**src/shared/bclb_pkg.sv**
```systemverilog
// constants for the boot lifecycle and boundary command interpreter
package bclb_pkg;
  // ----------------------------------------------------------------
  // framing bytes
  // ----------------------------------------------------------------
  localparam logic [7:0]  CMD_START       = 8'h01;  // start of command packet
  localparam logic [7:0]  PKT_END         = 8'h03;  // end-of-text byte
  localparam logic [7:0]  RSP_START       = 8'h81;  // response_start byte
  localparam logic [7:0]  RSP_ERR_FLAG    = 8'h80;  // or-ed into response_code on error
  localparam logic [7:0]  UNUSED_BYTE     = 8'hff;  // unused-code filler byte
  // ----------------------------------------------------------------
  // commands and lengths
  // ----------------------------------------------------------------
  localparam logic [7:0]  CMD_LC_QUERY    = 8'h2c;  // lifecycle-state query
  localparam logic [7:0]  CMD_BOUNDARY    = 8'h4e;  // boundary setting write
  localparam logic [15:0] LEN_LC_QUERY    = 16'h0001;
  localparam logic [15:0] LEN_BOUNDARY    = 16'h000b;
  localparam logic [15:0] LEN_MIN         = 16'h0001;  // generic format bounds
  localparam logic [15:0] LEN_MAX         = 16'h0100;
  localparam logic [7:0]  LEN_LC_RESP     = 8'h02;
  localparam logic [7:0]  LEN_STATUS_RESP = 8'h0a;
  // ----------------------------------------------------------------
  // status codes (error codes other than flash are arbitrary values)
  // ----------------------------------------------------------------
  localparam logic [7:0]  STS_OK          = 8'h00;
  localparam logic [7:0]  STS_FLASH       = 8'he5;
  localparam logic [7:0]  STS_PACKET      = 8'hc1;
  localparam logic [7:0]  STS_CHECKSUM    = 8'hc2;
  localparam logic [7:0]  STS_ACCEPT      = 8'hc3;
  localparam logic [7:0]  STS_PARAM       = 8'hc4;
  // ----------------------------------------------------------------
  // boundary fields
  // ----------------------------------------------------------------
  localparam logic [15:0] CODE_ALIGN_MASK = 16'hffe0;  // 32 KB granules
  localparam logic [15:0] SRAM_ALIGN_MASK = 16'hfff8;  // 8 KB granules
  localparam logic [3:0]  PARAM_BYTES     = 4'ha;      // five 2-byte sizes
  // ----------------------------------------------------------------
  // response byte positions
  // ----------------------------------------------------------------
  localparam logic [3:0]  TX_POS_LNH      = 4'h1;
  localparam logic [3:0]  TX_POS_LNL      = 4'h2;
  localparam logic [3:0]  TX_POS_RES      = 4'h3;
  localparam logic [3:0]  TX_POS_STS      = 4'h4;
  localparam logic [3:0]  TX_POS_ADR      = 4'h9;
  localparam logic [3:0]  TX_SUM_DATA     = 4'h5;
  localparam logic [3:0]  TX_SUM_STATUS   = 4'hd;

  // one-hot interpreter states
  typedef enum logic [9:0] {
    ST_IDLE  = 10'h001,
    ST_LEN_H = 10'h002,
    ST_LEN_L = 10'h004,
    ST_BODY  = 10'h008,
    ST_SUM   = 10'h010,
    ST_END   = 10'h020,
    ST_LOAD  = 10'h040,
    ST_CHECK = 10'h080,
    ST_FLASH = 10'h100,
    ST_SEND  = 10'h200
  } bclb_state_t;
endpackage : bclb_pkg

```
**src/verilog/bclb_cmd_core.sv**
```systemverilog
// boot-mode interpreter for lifecycle query and boundary setting commands
`timescale 1ns/10ps
module bclb_cmd_core
  import bclb_pkg::*;
#(
  parameter int BUF_DEPTH = 16,
  parameter int BUF_AW    = 4
) (
  input  wire logic        clock,
  input  wire logic        rst_n,
  input  wire logic        clk_en,              // freezes all state when low
  input  wire logic        rx_valid,            // received byte strobe
  input  wire logic [7:0]  rx_data,
  output logic             tx_valid,            // response byte offered
  output logic      [7:0]  tx_data,
  input  wire logic        tx_ready,            // link takes the byte
  input  wire logic [7:0]  lifecycle_state,     // current lifecycle code
  input  wire logic        boundary_allowed,    // boundary write legal now
  output logic             flash_req,           // boundary write to flash
  output logic      [15:0] code_secure_size_no_callable,
  output logic      [15:0] code_secure_size_total,
  output logic      [15:0] data_secure_size,
  output logic      [15:0] sram_secure_size_no_callable,
  output logic      [15:0] sram_secure_size_total,
  input  wire logic        flash_done,          // write finished pulse
  input  wire logic        flash_error,         // qualifies flash_done
  input  wire logic [31:0] flash_status,        // flash status word
  output logic             busy                 // not waiting for a command
);
  // ----------------------------------------------------------------
  // declarations
  // ----------------------------------------------------------------
  bclb_state_t  state_reg;          // interpreter state
  logic [15:0]  len_reg;            // received length field
  logic [15:0]  body_cnt_reg;       // body bytes taken so far
  logic [7:0]   cmd_reg;            // command byte
  logic         etx_bad_reg;        // end byte was wrong
  logic [3:0]   ld_cnt_reg;         // buffer unload counter
  logic [79:0]  params_reg;         // boundary sizes, first byte on top
  logic [7:0]   sts_reg;            // status of the reply
  logic         data_rsp_reg;       // reply is the lifecycle data form
  logic [31:0]  detail_reg;         // status_detail field of the reply
  logic [7:0]   lc_reg;             // lifecycle code captured for reply
  logic [3:0]   tx_idx_reg;         // index of byte on tx_data
  logic [7:0]   rx_sum;             // running receive sum
  logic [7:0]   tx_sum;             // running transmit sum
  logic [7:0]   rd_data;            // buffer read data
  logic         rx_take;            // byte accepted by receiver
  logic         tx_fire;            // byte handed to the link
  logic [3:0]   tx_sum_pos;         // checksum position of this reply
  logic [15:0]  body_idx;           // body byte index minus one
  logic [7:0]   next_byte;          // byte following the current one
  logic [15:0]  f_cnc;              // size fields split from params
  logic [15:0]  f_ctot;
  logic [15:0]  f_srnc;
  logic [15:0]  f_srtot;
  logic [7:0]   verdict_sts;        // status formed while in CHECK
  logic         verdict_data;       // good query, data reply form

  assign rx_take  = rx_valid && (state_reg inside {ST_IDLE, ST_LEN_H, ST_LEN_L,
                                                   ST_BODY, ST_SUM, ST_END});
  assign tx_valid = (state_reg == ST_SEND);
  assign tx_fire  = tx_valid && tx_ready;
  assign busy     = (state_reg != ST_IDLE);
  assign body_idx = body_cnt_reg - 16'h0001;
  assign f_cnc    = params_reg[79:64];
  assign f_ctot   = params_reg[63:48];
  assign f_srnc   = params_reg[31:16];
  assign f_srtot  = params_reg[15:0];
  assign tx_sum_pos = data_rsp_reg ? TX_SUM_DATA : TX_SUM_STATUS;

  // ----------------------------------------------------------------
  // checksum accumulators and payload buffer
  // ----------------------------------------------------------------
  // receive sum covers both length bytes through the checksum byte
  bclb_sum_acc u_rx_sum (
    .clock  (clock),
    .rst_n  (rst_n),
    .clk_en (clk_en),
    .clear  (state_reg == ST_IDLE),
    .add    (rx_take && (state_reg inside {ST_LEN_H, ST_LEN_L, ST_BODY, ST_SUM})),
    .data   (rx_data),
    .sum    (rx_sum)
  );

  // transmit sum covers length bytes through the last payload byte
  bclb_sum_acc u_tx_sum (
    .clock  (clock),
    .rst_n  (rst_n),
    .clk_en (clk_en),
    .clear  (state_reg != ST_SEND),
    .add    (tx_fire && (tx_idx_reg != 4'h0)),
    .data   (tx_data),
    .sum    (tx_sum)
  );

  // parameter bytes after the command byte land here
  bclb_pkt_buf #(
    .DEPTH (BUF_DEPTH),
    .AW    (BUF_AW)
  ) u_buf (
    .clock   (clock),
    .clk_en  (clk_en),
    .wr_en   (rx_take && (state_reg == ST_BODY) && (body_cnt_reg != 16'h0000)
              && (body_idx < 16'(BUF_DEPTH))),
    .wr_addr (body_idx[BUF_AW-1:0]),
    .wr_data (rx_data),
    .rd_addr (ld_cnt_reg[BUF_AW-1:0]),
    .rd_data (rd_data)
  );

  // ----------------------------------------------------------------
  // interpreter state machine
  // ----------------------------------------------------------------
  // bytes arriving outside the receive states are dropped; the host
  // must wait for the reply before sending more
  always_ff @(posedge clock) begin
    if (!rst_n) begin
      state_reg <= ST_IDLE;
    end else if (clk_en) begin
      case (state_reg)
        ST_IDLE: begin
          if (rx_take && (rx_data == CMD_START)) begin
            state_reg <= ST_LEN_H;
          end
        end
        ST_LEN_H: begin
          if (rx_take) begin
            state_reg <= ST_LEN_L;
          end
        end
        ST_LEN_L: begin
          // zero length has no body; cmd_reg stays zero, so the packet is dropped at the end byte with no reply
          if (rx_take) begin
            state_reg <= ({len_reg[15:8], rx_data} == 16'h0000) ? ST_SUM : ST_BODY;
          end
        end
        ST_BODY: begin
          if (rx_take && (body_cnt_reg == len_reg - 16'h0001)) begin
            state_reg <= ST_SUM;
          end
        end
        ST_SUM: begin
          if (rx_take) begin
            state_reg <= ST_END;
          end
        end
        ST_END: begin
          // other commands belong to other interpreters
          if (rx_take) begin
            if ((cmd_reg == CMD_LC_QUERY) || (cmd_reg == CMD_BOUNDARY)) begin
              state_reg <= ST_LOAD;
            end else begin
              state_reg <= ST_IDLE;
            end
          end
        end
        ST_LOAD: begin
          if (ld_cnt_reg == PARAM_BYTES) begin
            state_reg <= ST_CHECK;
          end
        end
        ST_CHECK: begin
          // flash is reached only when every check passed; the live
          // verdict is used because the stored one lands at this edge
          if (!verdict_data && (verdict_sts == STS_OK)) begin
            state_reg <= ST_FLASH;
          end else begin
            state_reg <= ST_SEND;
          end
        end
        ST_FLASH: begin
          if (flash_done) begin
            state_reg <= ST_SEND;
          end
        end
        ST_SEND: begin
          if (tx_fire && (tx_idx_reg == tx_sum_pos + 4'h1)) begin
            state_reg <= ST_IDLE;
          end
        end
        default: begin
          state_reg <= ST_IDLE;
        end
      endcase
    end
  end

  // ----------------------------------------------------------------
  // receive capture
  // ----------------------------------------------------------------
  // length, command and end-byte status of the packet in flight
  always_ff @(posedge clock) begin
    if (!rst_n) begin
      len_reg      <= 16'h0000;
      body_cnt_reg <= 16'h0000;
      cmd_reg      <= 8'h00;
      etx_bad_reg  <= 1'b0;
    end else if (clk_en && rx_take) begin
      if (state_reg == ST_LEN_H) begin
        len_reg[15:8] <= rx_data;
        body_cnt_reg  <= 16'h0000;
        cmd_reg       <= 8'h00;
      end else if (state_reg == ST_LEN_L) begin
        len_reg[7:0] <= rx_data;
      end else if (state_reg == ST_BODY) begin
        body_cnt_reg <= body_cnt_reg + 16'h0001;
        if (body_cnt_reg == 16'h0000) begin
          cmd_reg <= rx_data;
        end
      end else if (state_reg == ST_END) begin
        etx_bad_reg <= (rx_data != PKT_END);
      end
    end
  end

  // ----------------------------------------------------------------
  // parameter unload from the buffer
  // ----------------------------------------------------------------
  // read data trail the address by one cycle, so shifting starts late
  always_ff @(posedge clock) begin
    if (!rst_n) begin
      ld_cnt_reg <= 4'h0;
      params_reg <= 80'h0;
    end else if (clk_en) begin
      if (state_reg != ST_LOAD) begin
        ld_cnt_reg <= 4'h0;
      end else if (ld_cnt_reg != PARAM_BYTES) begin
        ld_cnt_reg <= ld_cnt_reg + 4'h1;
      end
      if ((state_reg == ST_LOAD) && (ld_cnt_reg != 4'h0)) begin
        params_reg <= {params_reg[71:0], rd_data};
      end
    end
  end

  // ----------------------------------------------------------------
  // packet analysis and verdict
  // ----------------------------------------------------------------
  // the chain order is the reporting priority; only the first hit counts
  always_comb begin
    verdict_sts  = STS_OK;
    verdict_data = 1'b0;
    if (etx_bad_reg) begin
      verdict_sts = STS_PACKET;
    end else if (rx_sum != 8'h00) begin
      verdict_sts = STS_CHECKSUM;
    end else if ((len_reg < LEN_MIN) || (len_reg > LEN_MAX)) begin
      verdict_sts = STS_PACKET;
    end else if ((cmd_reg == CMD_LC_QUERY) && (len_reg != LEN_LC_QUERY)) begin
      verdict_sts = STS_PACKET;
    end else if ((cmd_reg == CMD_BOUNDARY) && (len_reg != LEN_BOUNDARY)) begin
      verdict_sts = STS_PACKET;
    end else if (cmd_reg == CMD_LC_QUERY) begin
      verdict_data = 1'b1;
    end else if (!boundary_allowed) begin
      verdict_sts = STS_ACCEPT;
    end else if (f_cnc > f_ctot) begin
      verdict_sts = STS_PARAM;
    end else if (f_srnc > f_srtot) begin
      verdict_sts = STS_PARAM;
    end
  end

  // verdict kept for the reply; a flash failure overrides the status
  always_ff @(posedge clock) begin
    if (!rst_n) begin
      sts_reg      <= STS_OK;
      data_rsp_reg <= 1'b0;
      lc_reg       <= 8'h00;
    end else if (clk_en && (state_reg == ST_CHECK)) begin
      sts_reg      <= verdict_sts;
      data_rsp_reg <= verdict_data;
      lc_reg       <= lifecycle_state;
    end else if (clk_en && (state_reg == ST_FLASH) && flash_done && flash_error) begin
      sts_reg <= STS_FLASH;
    end
  end

  // detail field: unused filler unless flash reports a failure
  always_ff @(posedge clock) begin
    if (!rst_n) begin
      detail_reg <= {4{UNUSED_BYTE}};
    end else if (clk_en) begin
      if (state_reg == ST_CHECK) begin
        detail_reg <= {4{UNUSED_BYTE}};
      end else if ((state_reg == ST_FLASH) && flash_done && flash_error) begin
        detail_reg <= flash_status;
      end
    end
  end

  // ----------------------------------------------------------------
  // flash write request
  // ----------------------------------------------------------------
  // only the stored copy changes; the live partition is read from
  // flash at the next reset, so nothing here drives it
  always_ff @(posedge clock) begin
    if (!rst_n) begin
      flash_req                    <= 1'b0;
      code_secure_size_no_callable <= 16'h0000;
      code_secure_size_total       <= 16'h0000;
      data_secure_size             <= 16'h0000;
      sram_secure_size_no_callable <= 16'h0000;
      sram_secure_size_total       <= 16'h0000;
    end else if (clk_en) begin
      if ((state_reg == ST_CHECK) && (state_reg != ST_FLASH)) begin
        flash_req <= 1'b0;
      end
      if ((state_reg == ST_FLASH) && flash_done) begin
        flash_req <= 1'b0;
      end else if (state_reg == ST_FLASH) begin
        flash_req                    <= 1'b1;
        code_secure_size_no_callable <= f_cnc;
        code_secure_size_total       <= f_ctot & CODE_ALIGN_MASK;
        data_secure_size             <= params_reg[47:32];
        sram_secure_size_no_callable <= f_srnc;
        sram_secure_size_total       <= f_srtot & SRAM_ALIGN_MASK;
      end
    end
  end

  // ----------------------------------------------------------------
  // response byte selection
  // ----------------------------------------------------------------
  // the checksum byte makes the sum from length to checksum zero
  always_comb begin
    next_byte = UNUSED_BYTE;
    if (tx_idx_reg + 4'h1 == tx_sum_pos) begin
      next_byte = 8'h00 - (tx_sum + tx_data);
    end else if (tx_idx_reg == tx_sum_pos) begin
      next_byte = PKT_END;
    end else if (tx_idx_reg + 4'h1 == TX_POS_LNH) begin
      next_byte = 8'h00;
    end else if (tx_idx_reg + 4'h1 == TX_POS_LNL) begin
      next_byte = data_rsp_reg ? LEN_LC_RESP : LEN_STATUS_RESP;
    end else if (tx_idx_reg + 4'h1 == TX_POS_RES) begin
      // failure replies carry the command code with its top bit set
      if (data_rsp_reg || (sts_reg == STS_OK)) begin
        next_byte = cmd_reg;
      end else begin
        next_byte = cmd_reg | RSP_ERR_FLAG;
      end
    end else if (tx_idx_reg + 4'h1 == TX_POS_STS) begin
      next_byte = data_rsp_reg ? lc_reg : sts_reg;
    end else if (tx_idx_reg + 4'h1 < TX_POS_ADR) begin
      case (tx_idx_reg[1:0])
        2'h0: next_byte = detail_reg[31:24];
        2'h1: next_byte = detail_reg[23:16];
        2'h2: next_byte = detail_reg[15:8];
        default: next_byte = detail_reg[7:0];
      endcase
    end
  end

  // ----------------------------------------------------------------
  // transmit registers
  // ----------------------------------------------------------------
  // tx_data is preloaded with the start byte before the reply begins
  always_ff @(posedge clock) begin
    if (!rst_n) begin
      tx_idx_reg <= 4'h0;
      tx_data    <= RSP_START;
    end else if (clk_en) begin
      if (state_reg != ST_SEND) begin
        tx_idx_reg <= 4'h0;
        tx_data    <= RSP_START;
      end else if (tx_fire) begin
        tx_idx_reg <= tx_idx_reg + 4'h1;
        tx_data    <= next_byte;
      end
    end
  end
endmodule : bclb_cmd_core

```
**src/verilog/bclb_sum_acc.sv**
```systemverilog
// modulo-256 byte sum accumulator
`timescale 1ns/10ps
module bclb_sum_acc (
  input  wire logic       clock,
  input  wire logic       rst_n,
  input  wire logic       clk_en,
  input  wire logic       clear,   // restart the sum
  input  wire logic       add,     // fold data into the sum
  input  wire logic [7:0] data,
  output logic      [7:0] sum
);
  // ----------------------------------------------------------------
  // accumulator
  // ----------------------------------------------------------------
  // clear wins so a new packet never inherits the old total
  always_ff @(posedge clock) begin
    if (!rst_n) begin
      sum <= 8'h00;
    end else if (clk_en) begin
      if (clear) begin
        sum <= 8'h00;
      end else if (add) begin
        sum <= sum + data;
      end
    end
  end
endmodule : bclb_sum_acc

```
**src/verilog/bclb_pkt_buf.sv**
```systemverilog
// small payload buffer with registered read data
`timescale 1ns/10ps
module bclb_pkt_buf #(
  parameter int DEPTH = 16,
  parameter int AW    = 4
) (
  input  wire logic          clock,
  input  wire logic          clk_en,
  input  wire logic          wr_en,    // write strobe
  input  wire logic [AW-1:0] wr_addr,
  input  wire logic [7:0]    wr_data,
  input  wire logic [AW-1:0] rd_addr,  // read is one cycle late
  output logic      [7:0]    rd_data
);
  // ----------------------------------------------------------------
  // storage
  // ----------------------------------------------------------------
  logic [7:0] mem [DEPTH];  // payload bytes, no reset needed

  // write port
  always_ff @(posedge clock) begin
    if (clk_en && wr_en) begin
      mem[wr_addr] <= wr_data;
    end
  end

  // registered read port
  always_ff @(posedge clock) begin
    if (clk_en) begin
      rd_data <= mem[rd_addr];
    end
  end
endmodule : bclb_pkt_buf

```
**config.mk**
```make
export PLATFORM = sky130hd
export DESIGN_NAME = bclb_cmd_core
export DESIGN_NICKNAME = d
export VERILOG_FILES = /design/src/shared/bclb_pkg.sv /design/src/verilog/bclb_cmd_core.sv /design/src/verilog/bclb_sum_acc.sv /design/src/verilog/bclb_pkt_buf.sv
export SDC_FILE = /design/constraint.sdc
export NUM_CORES = 1
export LEC_CHECK = 0
export BUFFER_PORTS_ARGS = -buffer_cell sky130_fd_sc_hd__buf_2
export CORE_MARGIN = 5
export CORE_UTILIZATION = 50
export DETAILED_ROUTE_END_ITERATION = 7
export GPL_TIMING_DRIVEN = 0
export PLACE_DENSITY = 0.68
export SLEW_MARGIN = 10
export SYNTH_ARGS = -nofsm -noshare
export SYNTH_HDL_FRONTEND = slang
export SYNTH_SLANG_ARGS = --single-unit
```
**constraint.sdc**
```tcl
create_clock -name clock -period 6.6 [get_ports clock]
set_input_delay 0.33 -clock clock [delete_from_list [all_inputs] [get_ports clock]]
set_output_delay 0.33 -clock clock [all_outputs]
set_load 0.01 [all_outputs]
```
==> run metrics, run 1 <==
Core Region about 37000 um2; detailed-route DRC error count 0; R2R Path End u_buf.mem[0][6]; CP Launch Type register; IO buf count 138; cts bufs inserted 44; WL final 52000 um; width of the die roughly 200 um; CTS tree done; Vias/cell approximately 5.7; most common cell after layout, fill and taps aside nand2_1; fmax approximately 0.27 GHz; Final ANT Viol Nets 0; initial DRC count approximately 1300; max reg flops ~130; FP Rows 71; min-delay worst type in -> reg; hold endpoint detail_reg[22]; Final Max Tran Viols 0; pin count of the biggest net entering global routing 25; Area growth, synth to finish 15.2%; max_cap viols 0; synth warn 0; fin worst setup slack between 2 and 3 ns; status finished, final reports clean; vias in the first global route around 15000; Tcrit/Tclk final 0.564; Die Span Y a little over 200 um; RSZ-0062 raised after global routing no; Worst slew margin 0.282; Hold Path Depth 3; fin crit period roughly 3.7 ns; boundary pin count ~150; Req. time, crit path a little under 7 ns; reg2reg path depth 8; clk buf depth 3; total power around 5.3 mW; routability cong. roughly 0.94; Worst Setup End Kind register; Yosys reg bits about 420; Clock transition at path regs ~0.060 ns; reg2reg setup slack between 2 and 3 ns; 1st-pass router iterations 6; Hold Crit Start flash_status[22]; clock sink total ~420; die area 41900 um2; ANT cells 0; Most used DFF post-synth dfxtp_1; EDFF count, synth between 100 and 150; Finish-stage setup viols 0; first-pass GRT wire length between 80000 and 90000 um; Setup Buffers After CTS 0; most frequent cells in the layout nand2_1 (440), dfxtp_1 (282), a21oi_1 (256); Syn Inst Count around 2000; worst vdd rail ir drop roughly 190 uV; Synth Cell Area between 15000 and 20000 um2; syn_area_per_cell ~9.4 um2; crit path DAT between 3 and 4 ns; total number of vias approximately 16000; Tightest Pin Transition between 1 and 1.5 ns; GRT Residual Overflow 0; Avg WL per Cell 18.9 um; sequential share of the synthesized area 0.514; PD cells 245 nW/um2; Netlist cell types 82; crit path kind reg -> reg; DP Wirelength approximately 38000 um; WHS ~0.023 ns; Starting Density 0.505; pre-CTS setup slack a little under 3 ns; Fin. Hold Viols 0; antenna violations before repair 0; Final Skew roughly 0.015 ns; post-placement cell count around 2700; ys async rst share 0; Tot GR Track Use 0.243; final non-filler cell total ~2800; static leakage roughly 8 nW; worst-skew pair later-pin latency 0.57 ns; post-route setup TNS 0 ns; CTS root buf clkbuf_16; FF-to-FF Start state_reg[9]; H-tree depth 2; nets@finish about 2300; CP max FO 8; share of layout cells above drive strength 1 0.129
routing by layer:
layer	routed length, um	global-route usage
met2	24100	0.393
met5	0	0
met4	1430	0.0759
met3	3890	0.0356
met1	22600	0.340
metrics by stage:
step | utilization | cell area (um2)
floorplan | - | 19000
global placement | 0.541 | 20300
detailed placement | 0.541 | 20300
CTS | 0.582 | 21800
global route | 0.582 | 21800
finish | 0.582 | 21800
where the power goes:
part / switching, mW / leakage [nW] / total (mW) / internal (mW)
sequential: 0.00489 / 3.50 / 2.66 / 2.66
clock: 1.03 / 0.719 / 2.49 / 1.45
combinational: 0.132 / 3.65 / 0.187 / 0.0547
total: 1.17 / 7.87 / 5.33 / 4.17
Yosys cell counts (4+ instances only):
master    number  share of area
a211oi_1       4         0.0016
a21o_1         7         0.0028
a21oi_1      256          0.068
a222oi_1       8         0.0042
a22oi_1        8         0.0032
a31oi_1       10         0.0033
and2_1         7         0.0023
and3_1         9         0.0030
buf_1          4        0.00079
buf_2         12         0.0032
buf_4          8         0.0032
clkbuf_1     107          0.021
dfxtp_1      282           0.30
edfxtp_1     136           0.22
ha_1          64          0.042
inv_1         53          0.011
mux2i_1       18         0.0095
mux4_2        40          0.048
nand2_1      440          0.087
nand2b_1      10         0.0033
nand3_1       46          0.012
nand3b_1      10         0.0040
nand4_1       15         0.0050
nand4b_1       6         0.0028
nor2_1       122          0.024
nor2b_1        7         0.0023
nor3_1        57          0.015
nor3b_1        9         0.0036
nor4_1        11         0.0036
o211ai_1       4         0.0016
o21ai_0       49          0.013
o21ai_1       47          0.012
o31ai_1        5         0.0020
or3_1         11         0.0036
or4_1          6         0.0024
xnor2_1       25          0.012
xor2_1        26          0.012
logic make-up (layout without fill, tap and decap cells):
group | Yosys count | in the layout | share of synthesized area
mux | 59 | 59 | 0.0579
compound gates | 438 | 438 | 0.130
xor+xnor | 51 | 51 | 0.0236
flops | 418 | 418 | 0.514
buf+inv | 188 | 415 | 0.0401
other cells | 1 | 8 | 0.000198
simple gates | 792 | 792 | 0.189
fa+ha+maj | 67 | 67 | 0.0449
worst max path at each step:
stage | from | end | slack, ns | depth (start not counted)
2_1_floorplan | body_cnt_reg[1] | u_buf.mem[0][0] | 3.84 | 11
5_1_grt | ld_cnt_reg[0] | state_reg[0] | 2.71 | 12
4_1_cts | state_reg[9] | u_buf.mem[0][3] | 2.96 | 8
3_5_place_dp | state_reg[9] | u_buf.mem[0][6] | 2.97 | 8
6_report | state_reg[9] | u_buf.mem[0][6] | 2.88 | 8
3_3_place_gp | clk_en | code_secure_size_total[14] | 2.91 | 7
layout make-up:
cell class / count / area, um2
Fill cell: 3320 / 15700
Sequential cell: 418 / 9730
Multi-Input combinational cell: 1415 / 8470
Clock buffer: 56 / 1210
Timing Repair Buffer: 146 / 768
Tap cell: 511 / 639
Buffer: 132 / 548
Clock inverter: 25 / 235
Inverter: 56 / 210
critical path, cell delays in order, from the launching register on:
cell      delay (ns)
dfxtp_1         0.37
nor4_2          0.68
and2_1          0.31
nand3_1         0.24
nand3b_1        0.31
nand3_1         0.21
nor2_1          0.32
nand2_1         0.18
nor2_1          0.72
repair_timing:
item,CTS,global route
resized for setup,0,0
hold buffers,7,0
endpoints found under the hold margin,7,0
No activity file was read; power rests on OpenSTA's default activity.
==> run 2: changes to the inputs <==
PLACE_DENSITY = 0.71   (was 0.68)
clock period = 3.2 ns   (was 6.6 ns; I/O delays follow)
==> run 2 against run 1 <==
  * Critical endpoint is now state_reg[0]
  * The flow now finishes with violations (DRC)
  * Register-to-register slack worse by 2.8 ns
  * Critical path type unchanged
  * Combinational power is 130% higher
  * Fmax up 18%
  * Routed wire length is 4.2% higher
  * Flip-flop and latch count stayed put
  * Die area stayed put
  * Utilization grew 2.4 points
  * Via count rose by 3.0%
  * Hold slack better by 0.049 ns
  * Count of clock-buffer cells in the layout increased by 3
==> run metrics, run 2 (same netlist as run 1, synthesis figures left out) <==
Req. time, crit path 3.66 ns; FP Rows 71; H-tree depth 2; clock sink total roughly 420; max reg flops 128; IO buf count between 100 and 150; Core Region roughly 37000 um2; antenna violations before repair 0; Die Span Y roughly 200 um; Tightest Pin Transition approximately 0.97 ns; Avg WL per Cell ~19 um; status finished with violations; switching power approximately 2.5 mW; routability cong. approximately 0.95; Tcrit/Tclk final 0.984; ANT cells 0; share of layout cells above drive strength 1 0.148; Hold Crit Start flash_done; max_cap viols 0; crit path kind reg -> reg; initial DRC count between 1000 and 1500; DP Wirelength between 30000 and 40000 um; Gate power share 0.039; Tot GR Track Use 0.255; CP max FO 9; Final Skew approximately 0.012 ns; Final ANT Viol Nets 0; Fin. Hold Viols 0; Worst Setup End Kind register; post-route cell area 22700 um2; worst-path cell chain inv_1 -> ha_1 -> nand2b_1 -> a21boi_0 -> o32ai_1 -> a2111oi_0 -> nand3_1 -> nor4_4 -> nor2_4 -> mux2_4; busiest layer in global routing met2; FF-to-FF Start len_reg[0]; die area 41900 um2; register share of total power 0.488; most frequent cells in the layout nand2_1 (436), dfxtp_1 (282), a21oi_1 (256); boundary pin count roughly 150; Placed Area just over 20000 um2; reg2reg setup slack roughly 0.050 ns; pin count of the biggest net entering global routing 25; Final Max Tran Viols 0; fin crit period between 3 and 4 ns; worst-skew pair later-pin latency about 0.57 ns; Worst slew margin 0.353; Clock transition at path regs about 0.06 ns; post-route setup TNS 0 ns; GR Util met2 0.419; Fillers between 3000 and 4000; 1st-pass router iterations 8; cts bufs inserted 44; GRT Residual Overflow 0; CP Launch Type register; crit path DAT approximately 3.6 ns; RSZ-0062 raised after global routing yes; Finish-stage setup viols 0; failing checks DRC; met3 usage 0.0559; clk buf depth 3; CP max stage delay around 0.64 ns; nets@finish 2388; CTS tree done; vias in the first global route 15700; CTS root buf clkbuf_16; Area growth, synth to finish 19.9%; first-pass GRT wire length between 80000 and 90000 um; internal power ~9 mW; width of the die roughly 200 um; CP max stage cell a2111oi_0; met1 Resource Use GR 0.336; most common cell after layout, fill and taps aside nand2_1; min-delay worst type in -> reg; Starting Density 0.505; total number of vias 16100; detailed-route DRC error count 6; crit path from len_reg[0]; clock power share 0.474; final core utilization 0.605; fmax about 0.32 GHz; switching part of the total 0.219; PD cells ~500 nW/um2; Vias/cell ~5.7; worst vdd rail ir drop approximately 350 uV; WL final 54200 um; static leakage between 8 and 9 nW
[run 2: cell count changes in the layout (fill, tap and decap cells not counted), sizes merged]
cell         delta
buf            +18
dlygate4sd3    +36
inv             -4
clkinv          -4
bufinv          +1
clkinvlp        +3
clkbuf          +2
[run 2: repair_timing]
item | CTS | global route
endpoints found under the setup margin | 138 | 260
cloned | 0 | 0
hold endpoints to repair | 50 | 0
resized for setup | 42 | 7
pin swaps | 13 | 1
buffers inserted | 14 | 4
hold buffers | 43 | 0
[run 2: power groups by stage]
| stage | clock network (mW) | logic, mW | registers (mW) |
|---|---|---|---|
| global route | 5.63 | 0.464 | 5.49 |
| CTS | 5.40 | 0.414 | 5.49 |
| global placement | 0 | 0.360 | 5.60 |
| detailed placement | 0 | 0.371 | 5.61 |
| finish | 5.34 | 0.434 | 5.49 |
| floorplan | 0 | 0.198 | 5.60 |
[run 2: final cells by class]
class	count	area, um2	area share
timing repair buffer	200	1400	0.0617
inverter	56	210	0.00926
clock inverter	21	249	0.0110
buffer	131	547	0.0241
multi-input combinational	1415	8660	0.382
clock buffer	59	1260	0.0556
sequential	418	9730	0.429
tap	511	639	0.0282
[run 2: worst paths after layout]
path / endpoint / depth (start not counted)
hold / removal: code_secure_size_total[15] / 4
setup / recovery: state_reg[0] / 10
hold reg to reg: sram_secure_size_no_callable[12] / 2
setup reg to reg: state_reg[0] / 10
[run 2: per-layer routing]
metal	routed length [um]	vias to the layer above
met3	4600	133
met2	25600	697
met4	1840	0
li1	-	7584
met1	22200	7680
met5	0	-
[run 2: worst max-delay path: cells and delay by family, from the launching register on]
kind | cells | cell delay [ns]
buffers and inverters | 1 | 0.09
muxes | 1 | 0.32
DFF | 1 | 0.50
AOI/OAI and AO/OA | 3 | 1.00
and+or+nand+nor | 4 | 0.84
adders and majority gates | 1 | 0.26
[run 2: through the flow]
step                hold slack [ns]  cells  power [mW]  setup WS (ns)
CTS                          0.0308   2807        11.3         0.0265
finish                       0.0721   2811        11.3         0.0501
detailed placement            0.415   2671        5.98         -0.473
floorplan                     0.259   2021        5.80          0.440
global route                 0.0664   2811        11.6        -0.0417
global placement              0.405   2670        5.96         -0.505
==> run 3: changes to the inputs <==
CORE_UTILIZATION = 45   (was 50)
PLACE_DENSITY = 0.65   (was 0.71)
==> run 3 against run 2 <==
  * The flow now finishes without violations
  * Clock power fell by 1%
  * Global-route usage shrank 3.1 points
  * Critical path type is now in -> reg
  * Final area is 0.17% lower
  * Via count is 1.7% lower
==> run metrics, run 3 (same netlist as run 1, synthesis figures left out) <==
max_cap viols 0; DP Wirelength roughly 38000 um; CP max FO 9; first-pass GRT wire length 84300 um; crit path DAT about 3.6 ns; switching part of the total 0.218; crit path kind in -> reg; clock sink total roughly 420; Tcrit/Tclk final 0.979; width of the die 215 um; H-tree depth 2; post-placement cell count ~2700; static leakage 8.14 nW; max reg flops approximately 130; routability cong. around 0.91; Final Max Tran Viols 0; fmax ~0.32 GHz; switching power 2.43 mW; vias in the first global route 15500; fin worst setup slack 0.0684 ns; share of layout cells above drive strength 1 0.145; pre-CTS setup slack -0.504 ns; boundary pin count around 150; Vias/cell 5.59; FP Rows 75; most common cell after layout, fill and taps aside nand2_1; Die Span Y 215 um; Worst slew margin 0.315; die area 46300 um2; ANT cells 0; status finished, final reports clean; Area growth, synth to finish 19.7%; GRT Residual Overflow 0; Tot GR Track Use 0.224; antenna violations before repair 0; IO buf count between 100 and 150; Clock transition at path regs 0.06 ns; CTS root buf clkbuf_16; Final Skew 0.0269 ns; PD cells approximately 490 nW/um2; post-route setup TNS 0 ns; WL final between 50000 and 60000 um; FF-to-FF Start state_reg[8]; worst-path cell chain dlygate4sd3_1 -> buf_2 -> clkbuf_1 -> clkinv_1 -> nor4_2 -> nand3_1 -> nor4_4 -> buf_4 -> nor2_4 -> mux2_4; Gate power share 0.038; Worst Setup End Kind register; crit path from clk_en; register share of total power 0.491; detailed-route DRC error count 0; total number of vias ~16000; CTS tree done; initial DRC count ~1400; Core Region 41800 um2; most frequent cells in the layout nand2_1 (436), dfxtp_1 (282), a21oi_1 (256); clk buf depth 3; Fin. Hold Viols 0; total power roughly 11 mW; 1st-pass router iterations 7; pin count of the biggest net entering global routing 25; Hold Crit Start boundary_allowed; CP Launch Type input pin; Avg WL per Cell 19.0 um; worst-skew pair later-pin latency a little under 0.6 ns; Req. time, crit path 3.67 ns; cts bufs inserted between 40 and 50; Fillers approximately 3700; nets@finish 2381; Starting Density 0.453; internal power 8.75 mW; min-delay worst type in -> reg; worst vdd rail ir drop approximately 350 uV; CP max stage cell clkbuf_1; CP max stage delay between 0.5 and 0.6 ns; Finish-stage setup viols 0; Final ANT Viol Nets 0; clock power share 0.471; fin crit period approximately 3.1 ns; Tightest Pin Transition roughly 1 ns; final non-filler cell total ~2800
## run 3: cell types whose count changed in the layout (fill, tap and decap cells not counted), sizes merged
cell	before	now
dlygate4sd3	43	42
clkbuf	165	173
bufinv	5	3
clkinv	13	8
clkinvlp	4	1
buf	182	177
## run 3: path summary, 6_finish.rpt
path,to,slack (ns),depth (start not counted)
setup / recovery,state_reg[0],0.07,10
hold / removal,state_reg[8],0.05,5
setup reg to reg,u_buf.mem[14][1],0.15,8
hold reg to reg,data_secure_size[1],0.45,2
## run 3: repair_timing
item	in CTS	in global routing
hold endpoints to repair	49	0
hold buffers	42	0
endpoints found under the setup margin	143	235
pin swaps	4	13
setup buffers	3	9
gates resized for setup	36	17
cloned	0	0
## run 3: stage by stage
step / cell area (um2) / hold WS, ns / util
floorplan: 19000 / 0.259 / -
global placement: 20300 / 0.403 / 0.487
detailed placement: 20300 / 0.415 / 0.487
CTS: 22400 / 0.0194 / 0.537
global route: 22700 / 0.0652 / 0.543
finish: 22700 / 0.0519 / 0.543
## run 3: power by group through the flow
stage / registers [mW] / clock network, mW / logic [mW]
after floorplan: 5.60 / 0 / 0.198
after global placement: 5.60 / 0 / 0.364
after detailed placement: 5.61 / 0 / 0.372
after CTS: 5.49 / 5.35 / 0.419
after global routing: 5.49 / 5.57 / 0.458
final: 5.49 / 5.26 / 0.428
## run 3: final cells by class
cell class | count | area [um2] | share of cell area
clock buffer | 69 | 1340 | 0.0590
tap | 539 | 674 | 0.0298
clock inverter | 11 | 169 | 0.00745
multi-input combinational | 1415 | 8660 | 0.382
inverter | 56 | 210 | 0.00928
timing repair buffer | 193 | 1330 | 0.0589
buffer | 130 | 546 | 0.0241
sequential | 418 | 9730 | 0.429
## run 3: worst max-delay path: cells and delay by family
family	cells	cell delay (ns)
buffers and inverters	5	1.97
multiplexers	1	0.31
AND/OR/NAND/NOR	4	1.13
## run 3: layer usage
metal  up-vias  GRT usage  part of all wire
met5         -          0                 0
met4         0     0.0747             0.026
met3        91     0.0414             0.068
met2       526      0.368              0.47
met1      7622      0.302              0.43
li1       7579          -                 -
